--- src/hdl/containment_defs.svh ---
/*
 * Offsets, field positions, reset values and fixed codes of the
 * downstream port containment register block.
 * Assumes byte addressing of a 4 KB configuration space.
 */
`ifndef CONTAINMENT_DEFS_SVH
`define CONTAINMENT_DEFS_SVH

`define CTN_ADDR_W        12
`define CTN_OFS_HEADER    12'h250
`define CTN_OFS_CTRL      12'h254
`define CTN_OFS_STAT      12'h258
`define CTN_OFS_MASK      12'h25C

`define CTN_CAP_ID        16'h001D
`define CTN_CAP_VER       4'h1
`define CTN_NEXT_PTR      12'h000
`define CTN_MSI_VEC_RST   5'h01
`define CTN_SRC_ID_RST    16'h0000
`define CTN_MASK_RST      4'h0

`define CTN_TRIG_EN_LO    16
`define CTN_TRIG_EN_HI    17
`define CTN_CPL_CTL_BIT   18
`define CTN_INT_EN_BIT    19
`define CTN_ERRCOR_BIT    20
`define CTN_ST_TRIG_BIT   0
`define CTN_ST_RSN_LO     1
`define CTN_ST_RSN_HI     2
`define CTN_ST_INT_BIT    3
`define CTN_SRC_ID_LO     16

`define CTN_CPL_CA        3'h4
`define CTN_CPL_UR        3'h1

`endif

--- src/hdl/containment_pkg.sv ---
/*
 * Types of the downstream port containment block: register port,
 * received error message, control fields and enumerations.
 * Uses literal codes and widths; containment_defs.svh is not included.
 */
package containment_pkg;

    typedef enum logic [1:0] {
        TRIG_OFF     = 2'h0,
        TRIG_FATAL   = 2'h1,
        TRIG_ANY_MSG = 2'h2,
        TRIG_RSVD    = 2'h3
    } trigMode_t;

    typedef enum logic [1:0] {
        REASON_UNCORR   = 2'h0,
        REASON_NONFATAL = 2'h1,
        REASON_FATAL    = 2'h2
    } reason_t;

    typedef struct packed {
        logic        wr;
        logic        rd;
        logic [11:0] addr;
        logic [31:0] wrData;
    } regReq_t;

    typedef struct packed {
        logic        valid;
        logic        fatal;
        logic        nonFatal;
        logic [15:0] reqId;
    } errMsg_t;

    typedef struct packed {
        logic      errCorEn;
        logic      intEn;
        logic      cplUr;
        trigMode_t mode;
    } ctrl_t;

endpackage

--- src/hdl/downstream_port_containment.sv ---
/*
 * Downstream port containment logic with its configuration registers:
 * capability header, capability, control, status, error source and
 * an interrupt mask word.
 * Assumes a single-cycle register port on sys_clk and error events
 * from core logic on the same clock.
 */
// The plain strobed port was decided locally.
`timescale 1ns/1ps
`default_nettype none
`include "containment_defs.svh"

module downstream_port_containment #(
    parameter bit IS_DOWNSTREAM = 1'b1
) (
    input  wire logic                     sys_clk,
    input  wire logic                     rst_b,
    input  wire containment_pkg::regReq_t regReq,
    output logic [31:0]                   regRdData,
    input  wire logic                     uncorrErr,
    input  wire containment_pkg::errMsg_t errMsg,
    output logic                          containActive,
    output logic [2:0]                    cplStatus,
    output logic                          msiReq,
    output logic [4:0]                    msiVector,
    output logic                          errCorReq,
    output logic                          irq
);

    containment_pkg::ctrl_t   ctrl_q;
    logic                     trigSt_q;
    containment_pkg::reason_t reason_q;
    logic                     intSt_q;
    logic [15:0]              srcId_q;
    logic [3:0]               mask_q;
    logic [31:0]              rdData_q;
    logic                     msiReq_q;
    logic                     errCorReq_q;
    logic [4:0]               msiVec_q;

    logic                     hitHeader;
    logic                     hitCtrl;
    logic                     hitStat;
    logic                     hitMask;
    logic [15:0]              w1c;
    logic                     hitUncorr;
    logic                     hitFatal;
    logic                     hitNonFatal;
    logic                     trigger;
    logic                     record;
    containment_pkg::reason_t reason_d;
    logic [3:0]               events;

    // Upstream ports see no structure at all
    always_comb begin
        hitHeader = IS_DOWNSTREAM && (regReq.addr == `CTN_OFS_HEADER);
        hitCtrl   = IS_DOWNSTREAM && (regReq.addr == `CTN_OFS_CTRL);
        hitStat   = IS_DOWNSTREAM && (regReq.addr == `CTN_OFS_STAT);
        hitMask   = IS_DOWNSTREAM && (regReq.addr == `CTN_OFS_MASK);
    end

    assign w1c = (regReq.wr && hitStat) ? regReq.wrData[15:0] : 16'h0000;

    // Trigger conditions per mode; 11b behaves as disabled
    always_comb begin
        hitUncorr   = uncorrErr && (ctrl_q.mode == containment_pkg::TRIG_FATAL ||
                                    ctrl_q.mode == containment_pkg::TRIG_ANY_MSG);
        hitFatal    = errMsg.valid && errMsg.fatal &&
                      (ctrl_q.mode == containment_pkg::TRIG_FATAL ||
                       ctrl_q.mode == containment_pkg::TRIG_ANY_MSG);
        hitNonFatal = errMsg.valid && errMsg.nonFatal &&
                      (ctrl_q.mode == containment_pkg::TRIG_ANY_MSG);
        trigger     = hitUncorr || hitFatal || hitNonFatal;
    end

    // Internal error outranks a message in the same cycle
    always_comb begin
        if (hitUncorr) begin
            reason_d = containment_pkg::REASON_UNCORR;
        end else if (hitFatal) begin
            reason_d = containment_pkg::REASON_FATAL;
        end else begin
            reason_d = containment_pkg::REASON_NONFATAL;
        end
    end

    // A clear in the same cycle frees the capture for the new event
    assign record = trigger && (!trigSt_q || w1c[`CTN_ST_TRIG_BIT]);

    always_ff @(posedge sys_clk) begin
        if (!rst_b) begin
            ctrl_q <= '{errCorEn: 1'b0, intEn: 1'b0, cplUr: 1'b0,
                        mode: containment_pkg::TRIG_OFF};
        end else if (regReq.wr && hitCtrl) begin
            ctrl_q.mode     <= containment_pkg::trigMode_t'(
                                   regReq.wrData[`CTN_TRIG_EN_HI:`CTN_TRIG_EN_LO]);
            ctrl_q.cplUr    <= regReq.wrData[`CTN_CPL_CTL_BIT];
            ctrl_q.intEn    <= regReq.wrData[`CTN_INT_EN_BIT];
            ctrl_q.errCorEn <= regReq.wrData[`CTN_ERRCOR_BIT];
        end
    end

    // Set wins over a write-one clear
    always_ff @(posedge sys_clk) begin
        if (!rst_b) begin
            trigSt_q <= 1'b0;
        end else if (trigger) begin
            trigSt_q <= 1'b1;
        end else if (w1c[`CTN_ST_TRIG_BIT]) begin
            trigSt_q <= 1'b0;
        end
    end

    always_ff @(posedge sys_clk) begin
        if (!rst_b) begin
            reason_q <= containment_pkg::REASON_UNCORR;
        end else if (record) begin
            reason_q <= reason_d;
        end else begin
            reason_q <= containment_pkg::reason_t'(
                            reason_q & ~w1c[`CTN_ST_RSN_HI:`CTN_ST_RSN_LO]);
        end
    end

    always_ff @(posedge sys_clk) begin
        if (!rst_b) begin
            intSt_q <= 1'b0;
        end else if (trigger && ctrl_q.intEn) begin
            intSt_q <= 1'b1;
        end else if (w1c[`CTN_ST_INT_BIT]) begin
            intSt_q <= 1'b0;
        end
    end

    // Left alone on an internal error: software must ignore it then
    always_ff @(posedge sys_clk) begin
        if (!rst_b) begin
            srcId_q <= `CTN_SRC_ID_RST;
        end else if (record && !hitUncorr) begin
            srcId_q <= errMsg.reqId;
        end
    end

    always_ff @(posedge sys_clk) begin
        if (!rst_b) begin
            mask_q <= `CTN_MASK_RST;
        end else if (regReq.wr && hitMask) begin
            mask_q <= regReq.wrData[3:0];
        end
    end

    // One message per interrupt status edge, not per retrigger
    always_ff @(posedge sys_clk) begin
        if (!rst_b) begin
            msiReq_q <= 1'b0;
        end else begin
            msiReq_q <= trigger && ctrl_q.intEn && (!intSt_q || w1c[`CTN_ST_INT_BIT]);
        end
    end

    // ERR_COR only for a freshly recorded containment
    always_ff @(posedge sys_clk) begin
        if (!rst_b) begin
            errCorReq_q <= 1'b0;
        end else begin
            errCorReq_q <= record && ctrl_q.errCorEn;
        end
    end

    always_ff @(posedge sys_clk) begin
        if (!rst_b) begin
            msiVec_q <= `CTN_MSI_VEC_RST;
        end
    end

    always_ff @(posedge sys_clk) begin
        if (!rst_b) begin
            rdData_q <= 32'h0000_0000;
        end else if (regReq.rd) begin
            rdData_q <= 32'h0000_0000;
            if (hitHeader) begin
                rdData_q <= {`CTN_NEXT_PTR, `CTN_CAP_VER, `CTN_CAP_ID};
            end else if (hitCtrl) begin
                rdData_q[4:0]                          <= msiVec_q;
                rdData_q[`CTN_TRIG_EN_HI:`CTN_TRIG_EN_LO] <= ctrl_q.mode;
                rdData_q[`CTN_CPL_CTL_BIT]             <= ctrl_q.cplUr;
                rdData_q[`CTN_INT_EN_BIT]              <= ctrl_q.intEn;
                rdData_q[`CTN_ERRCOR_BIT]              <= ctrl_q.errCorEn;
            end else if (hitStat) begin
                rdData_q[`CTN_ST_TRIG_BIT]             <= trigSt_q;
                rdData_q[`CTN_ST_RSN_HI:`CTN_ST_RSN_LO] <= reason_q;
                rdData_q[`CTN_ST_INT_BIT]              <= intSt_q;
                rdData_q[31:`CTN_SRC_ID_LO]            <= srcId_q;
            end else if (hitMask) begin
                rdData_q[3:0] <= mask_q;
            end
        end
    end

    // Interrupt sources share the status layout; reason bits never fire
    assign events = {intSt_q, 2'b00, trigSt_q};

    assign regRdData     = rdData_q;
    assign containActive = trigSt_q;
    assign cplStatus     = ctrl_q.cplUr ? `CTN_CPL_UR : `CTN_CPL_CA;
    assign msiReq        = msiReq_q;
    assign msiVector     = msiVec_q;
    assign errCorReq     = errCorReq_q;
    assign irq           = |(events & mask_q);
endmodule

`default_nettype wire

--- config.mk ---
export PLATFORM = sky130hd
export DESIGN_NAME = downstream_port_containment
export DESIGN_NICKNAME = d
export VERILOG_FILES = /design/src/hdl/containment_pkg.sv /design/src/hdl/downstream_port_containment.sv
export VERILOG_INCLUDE_DIRS = /design/src /design/src/hdl
export SDC_FILE = /design/constraint.sdc
export NUM_CORES = 1
export LEC_CHECK = 0
export ABC_AREA = 1
export BUFFER_PORTS_ARGS = -buffer_cell sky130_fd_sc_hd__buf_2
export CAP_MARGIN = 10
export CORE_ASPECT_RATIO = 0.75
export CORE_MARGIN = 2
export CORE_UTILIZATION = 45
export CTS_CLUSTER_SIZE = 14
export DETAILED_ROUTE_END_ITERATION = 8
export GPL_ROUTABILITY_DRIVEN = 0
export HOLD_SLACK_MARGIN = 0.06
export PLACE_DENSITY = 0.83
export SYNTH_ARGS = -nofsm -noshare
export SYNTH_HDL_FRONTEND = slang
export SYNTH_SLANG_ARGS = --single-unit
export TNS_END_PERCENT = 30
--- constraint.sdc ---
create_clock -name sys_clk -period 2.2 [get_ports sys_clk]
set_clock_uncertainty 0.05 [all_clocks]
set_input_delay 0.33 -clock sys_clk [delete_from_list [all_inputs] [get_ports sys_clk]]
set_output_delay 0.33 -clock sys_clk [all_outputs]
set_load 0.01 [all_outputs]
==> results.json, run 1 <==
{
  "maxCapViolations": 0,
  "dpl.hpwl_microns": 4660,
  "combPwrFrac_pct": 7.9,
  "cts_root_buf": "clkbuf_8",
  "routed_wirelength_microns": 6150,
  "switchingPower_uw": 391,
  "start_util_pct": 47.5,
  "crit_type": "flop to flop",
  "clock_sinks": 52,
  "drc": 0,
  "postCtsHoldBufs": 0,
  "port_buffers": 71,
  "p_per_area_nw_per_um2": 570,
  "clkPwrFrac_pct": 37.2,
  "row_count": 23,
  "seqPwrFrac_pct": 54.9,
  "post_cts_resize_count": 0,
  "fin_ws_ns": 0.299,
  "cp_max_fo": 16,
  "rsz0062_at_grt": "no",
  "layout_common_cells": "85 x nand2_1, 76 x inv_1, 71 x buf_2, 52 x dfxtp_1, 30 x a21oi_1",
  "cts_buffers": 5,
  "worstMarginPinSlew_ns": 0.635,
  "finalSetupViolations": 0,
  "core_sq_um": 5440,
  "n_fill_cell": 535,
  "vias_per_cell": 4.70,
  "final_nets": 519,
  "avgSynthCellArea_sq_um": 6.70,
  "insertion_delay_ns": 0.30,
  "io_pins": 112,
  "cts_buffer_depth": 2,
  "postRouteAntennaNets": 0,
  "areaGrowthSynthToFinish_pct": 17.2,
  "crit_required_ns": 2.36,
  "diodes": 0,
  "relSlewSlack_pct": 57.6,
  "hold_slack_ns": 0.254,
  "fin_crit_ns": 1.90,
  "grt_pass1_vias": 2238,
  "rrSetupSlack_ns": 0.30,
  "postCtsSetupBuffers": 0,
  "firstDrtPassIters": 4,
  "synth_cell_types": 24,
  "synthCells": 385,
  "grt_max_degree": 33,
  "clkTransAtPathRegs_ns": 0.09,
  "grtUsageTotal_pct": 19.5,
  "yosysSeqAreaShare_pct": 40.3,
  "wl_per_cell_microns": 11.7,
  "dieHeight_microns": 69.6,
  "fmax_mhz": 526,
  "drtIter0Drc": 116,
  "netlist_area_sq_um": 2580,
  "ys_warn_count": 0,
  "htreeDepth": 2,
  "critPathLaunchType": "flop",
  "grt_antenna_before_repair": 0,
  "swShare_pct": 22.7,
  "layout-drive-gt1-share_pct": 20.6,
  "min_path_type": "input port to flop",
  "die_area_sq_um": 6360,
  "vias": 2472,
  "grt_pass1_wl_microns": 10100,
  "hold_viol": 0,
  "ys_ff_latch": 52,
  "final.period_utilization_pct": 86.4,
  "p_int_uw": 1330,
  "die_w_microns": 91.5,
  "gr-total-overflow": 0,
  "endpoint_kind": "flop",
  "cts_tree": "yes",
  "ir_worst_vdd_mv": 0.271,
  "status": "completed",
  "crit_arrival_ns": 2.06,
  "preCtsSetupSlack_ns": 0.321,
  "layout_commonest_cell": "nand2_1",
  "drv_slew": 0,
  "power.leakage_uw": 0.00149,
  "fin_tns_setup_ns": 0
}
==> through the flow <==
stage                     total power, uW  util (%)  instances  cell area (sq um)
after floorplan                      1060         -        400               2640
after global placement               1100      53.6        518               2920
after CTS                            1740      55.6        526               3020
after global routing                 1790      55.6        526               3020
final                                1720      55.6        526               3020
after detailed placement             1100      53.6        518               2920
==> sequential cells by signal (all words and copies together), names as in the netlist <==
register,flops
ctrl_q,5
intSt_q,1
errCorReq,1
reason_q,2
srcId_q,16
mask_q,4
msiReq,1
regRdData,21
containActive,1
==> power by group through the flow <==
stage / logic (uW) / registers, uW / clock network [uW]
3_5_place_dp: 135 / 969 / 0
3_3_place_gp: 132 / 969 / 0
5_1_grt: 152 / 948 / 688
4_1_cts: 135 / 947 / 653
6_report: 136 / 946 / 641
2_1_floorplan: 89.9 / 971 / 0
==> synthesized netlist by cell type (all sizes together) <==
library cell   n  area share [%]
dfxtp         52              40
buf           26             7.0
clkbuf         7             1.0
nand2         88              13
o21ai         19             3.7
a21oi         30             5.8
inv           77              11
nor3           2            0.39
nand3b         1            0.29
a31oi          4            0.97
a21o           1            0.29
ha             1            0.48
conb           2            0.29
nor2          31             5.2
nand4         19             4.6
nand3         25             5.3
==> critical path, stage by stage (launching register included) <==
cell	delay, ns
dfxtp_1	0.35
inv_1	0.06
ha_1	0.28
inv_1	0.11
nand3_1	0.11
nand2_1	0.07
inv_1	0.06
nand2_1	0.20
buf_4	0.26
nand4_1	0.13
nand2_1	0.09
nor2_1	0.04
==> kinds of logic after synthesis <==
| family | after synthesis | share of synthesized area (%) |
|---|---|---|
| other | 2 | 0.291 |
| AND/OR/NAND/NOR | 166 | 28.9 |
| buffers and inverters | 110 | 19.2 |
| AO/OA/AOI/OAI | 54 | 10.8 |
| flip-flops | 52 | 40.3 |
| adder cells (fa/ha/maj) | 1 | 0.485 |
==> worst paths after layout <==
path              startpoint    endpoint  cells after the start
hold reg to reg    mask_q[2]   mask_q[2]                      2
hold / removal    regReq[18]   ctrl_q[2]                      3
setup reg to reg   ctrl_q[0]  srcId_q[4]                     11
setup / recovery   ctrl_q[0]  srcId_q[4]                     11
==> per-layer routing <==
metal	GRT usage (%)	share of wire, %	vias up
li1	-	-	1295
met1	25.3	44	1087
met2	31.9	47	85
met3	5.22	7.7	5
met4	5.89	0.80	0
met5	0	0	-
==> final cells by class <==
class / count / area, sq um / area share, %
clock buffers: 6 / 72.6 / 2.40
clock inverters: 2 / 35.0 / 1.16
inverters: 77 / 289 / 9.56
multi-input cells: 238 / 1100 / 36.4
flip-flops and latches: 52 / 1040 / 34.4
well taps: 75 / 93.8 / 3.10
repair buffers: 76 / 393 / 13.0
(Power assumes the default switching activity.)
==> run 2: changes to the inputs <==
--- a/config.mk
+++ b/config.mk
@@ -11,12 +11,12 @@
 export CAP_MARGIN = 10
 export CORE_ASPECT_RATIO = 0.75
 export CORE_MARGIN = 2
-export CORE_UTILIZATION = 45
+export CORE_UTILIZATION = 43
 export CTS_CLUSTER_SIZE = 14
 export DETAILED_ROUTE_END_ITERATION = 8
 export GPL_ROUTABILITY_DRIVEN = 0
 export HOLD_SLACK_MARGIN = 0.06
-export PLACE_DENSITY = 0.83
+export PLACE_DENSITY_LB_ADDON = 0.25
 export SYNTH_ARGS = -nofsm -noshare
 export SYNTH_HDL_FRONTEND = slang
 export SYNTH_SLANG_ARGS = --single-unit
==> results.json, run 2 (synthesis gave the netlist of run 1 again) <==
{
  "grt_pass1_wl_microns": 10100,
  "design_area_sq_um": 3030,
  "critPathLaunchType": "flop",
  "postRouteAntennaNets": 0,
  "diodes": 0,
  "die_w_microns": 93.5,
  "cp_top_family": "simple AND/OR/NAND/NOR gates",
  "status": "completed",
  "dpl.hpwl_microns": 4520,
  "core_sq_um": 5800,
  "die_area_sq_um": 6640,
  "grt_antenna_before_repair": 0,
  "swShare_pct": 23.1,
  "n_fill_cell": 588,
  "power.leakage_uw": 0.00149,
  "fin_tns_setup_ns": 0,
  "layout_common_cells": "84 x nand2_1, 76 x inv_1, 71 x buf_2, 52 x dfxtp_1, 30 x a21oi_1",
  "clkPwrFrac_pct": 37.5,
  "dieHeight_microns": 71.1,
  "seqPwrFrac_pct": 54.6,
  "fin_crit_ns": 1.85,
  "port_buffers": 71,
  "combPwrFrac_pct": 7.9,
  "start_util_pct": 44.5,
  "relSlewSlack_pct": 57.1,
  "grtUsageTotal_pct": 19.3,
  "cp_max_fo": 12,
  "io_pins": 112,
  "drc": 0,
  "fin_ws_ns": 0.346,
  "critPathSlowestCell": "dfxtp_1",
  "final_nets": 519,
  "fmax_mhz": 539,
  "wl_per_cell_microns": 11.6,
  "vias": 2451,
  "cts_buffer_depth": 2,
  "hold_viol": 0,
  "row_count": 24,
  "layout-drive-gt1-share_pct": 20.8,
  "switchingPower_uw": 400,
  "postCtsHoldBufs": 0,
  "final.period_utilization_pct": 84.3,
  "htreeDepth": 2,
  "placed_area_sq_um": 2920,
  "rsz0062_at_grt": "no",
  "insertion_delay_ns": 0.30,
  "vias_per_cell": 4.63,
  "crit_path_frequent_cell": "inv_1",
  "cts_root_buf": "clkbuf_8",
  "crit_type": "flop to flop",
  "layout_commonest_cell": "nand2_1",
  "max_stage_delay_ns": 0.35,
  "ir_worst_vdd_mv": 0.290,
  "crit_buf_inv": 4,
  "crit_arrival_ns": 2.02,
  "grt_max_degree": 33,
  "finalSetupViolations": 0,
  "routed_wirelength_microns": 6120,
  "clock_sinks": 52,
  "preCtsSetupSlack_ns": 0.202,
  "clkTransAtPathRegs_ns": 0.09,
  "largest_reg_flops": 21,
  "areaGrowthSynthToFinish_pct": 17.4,
  "drv_slew": 0,
  "worstMarginPinSlew_ns": 0.643,
  "p_per_area_nw_per_um2": 572,
  "crit_chain": "inv_1 -> ha_1 -> inv_1 -> nand3_1 -> nand2_1 -> inv_1 -> nand2_2 -> buf_4 -> nand4_1 -> nand2_1 -> nor2_1",
  "maxCapViolations": 0,
  "cts_buffers": 5,
  "grt_pass1_vias": 2187,
  "gr-total-overflow": 0,
  "min_path_type": "input port to flop",
  "crit_required_ns": 2.36,
  "p_int_uw": 1330,
  "firstDrtPassIters": 4,
  "cts_tree": "yes",
  "endpoint_kind": "flop",
  "drtIter0Drc": 143
}
-- run 2: cell counts in the layout (fill, tap and decap cells not counted) --
Identical to the previous run, type by type.
-- run 2: routing by layer --
| layer | vias to the layer above | wire (microns) | track usage [%] |
|---|---|---|---|
| li1 | 1293 | - | - |
| met1 | 1067 | 2910 | 26.7 |
| met2 | 85 | 2700 | 29.5 |
| met3 | 6 | 461 | 5.43 |
| met4 | 0 | 53 | 5.88 |
| met5 | - | 0 | 0 |
-- run 2: worst paths after layout --
check                   from  slack [ns]  depth (start not counted)         end
hold reg to reg    mask_q[2]        0.40                          2   mask_q[2]
setup / recovery   ctrl_q[0]        0.35                         11  srcId_q[4]
hold / removal    regReq[18]        0.25                          3   ctrl_q[2]
setup reg to reg   ctrl_q[0]        0.35                         11  srcId_q[4]
-- run 2: final cells by class --
cell class              instances  area, sq um  area share, %
multi-input cells             238         1100           36.4
flip-flops and latches         52         1040           34.4
repair buffers                 76          393           13.0
inverters                      77          289           9.54
well taps                      78         97.6           3.22
clock buffers                   6         72.6           2.39
clock inverters                 2         35.0           1.16
-- run 2: repair_timing --
action	4_1_cts	5_1_grt
setup buffers	0	0
resized for setup	0	1
endpoints found under the setup margin	0	16
-- run 2: through the flow --
stage / utilization [%] / hold slack, ns / total power, uW / instances
finish: 52.3 / 0.248 / 1730 / 529
global route: 52.3 / 0.247 / 1790 / 529
CTS: 52.2 / 0.248 / 1740 / 529
detailed placement: 50.4 / 0.390 / 1110 / 521
global placement: 50.4 / 0.385 / 1100 / 521
floorplan: - / 0.374 / 1060 / 400
-- run 2: worst register-to-register path, stage by stage (launching register included) --
cell and delay, ns:
dfxtp_1 0.35, inv_1 0.06, ha_1 0.30, inv_1 0.10, nand3_1 0.09, nand2_1 0.07, inv_1 0.06, nand2_2 0.22
buf_4 0.22, nand4_1 0.12, nand2_1 0.08, nor2_1 0.04
-- run 2: power groups by stage --
| stage | Combinational [uW] | Sequential (uW) | Clock [uW] |
|---|---|---|---|
| floorplan | 89.9 | 971 | 0 |
| global placement | 134 | 969 | 0 |
| detailed placement | 136 | 969 | 0 |
| CTS | 136 | 947 | 655 |
| global route | 154 | 948 | 688 |
| finish | 136 | 947 | 649 |
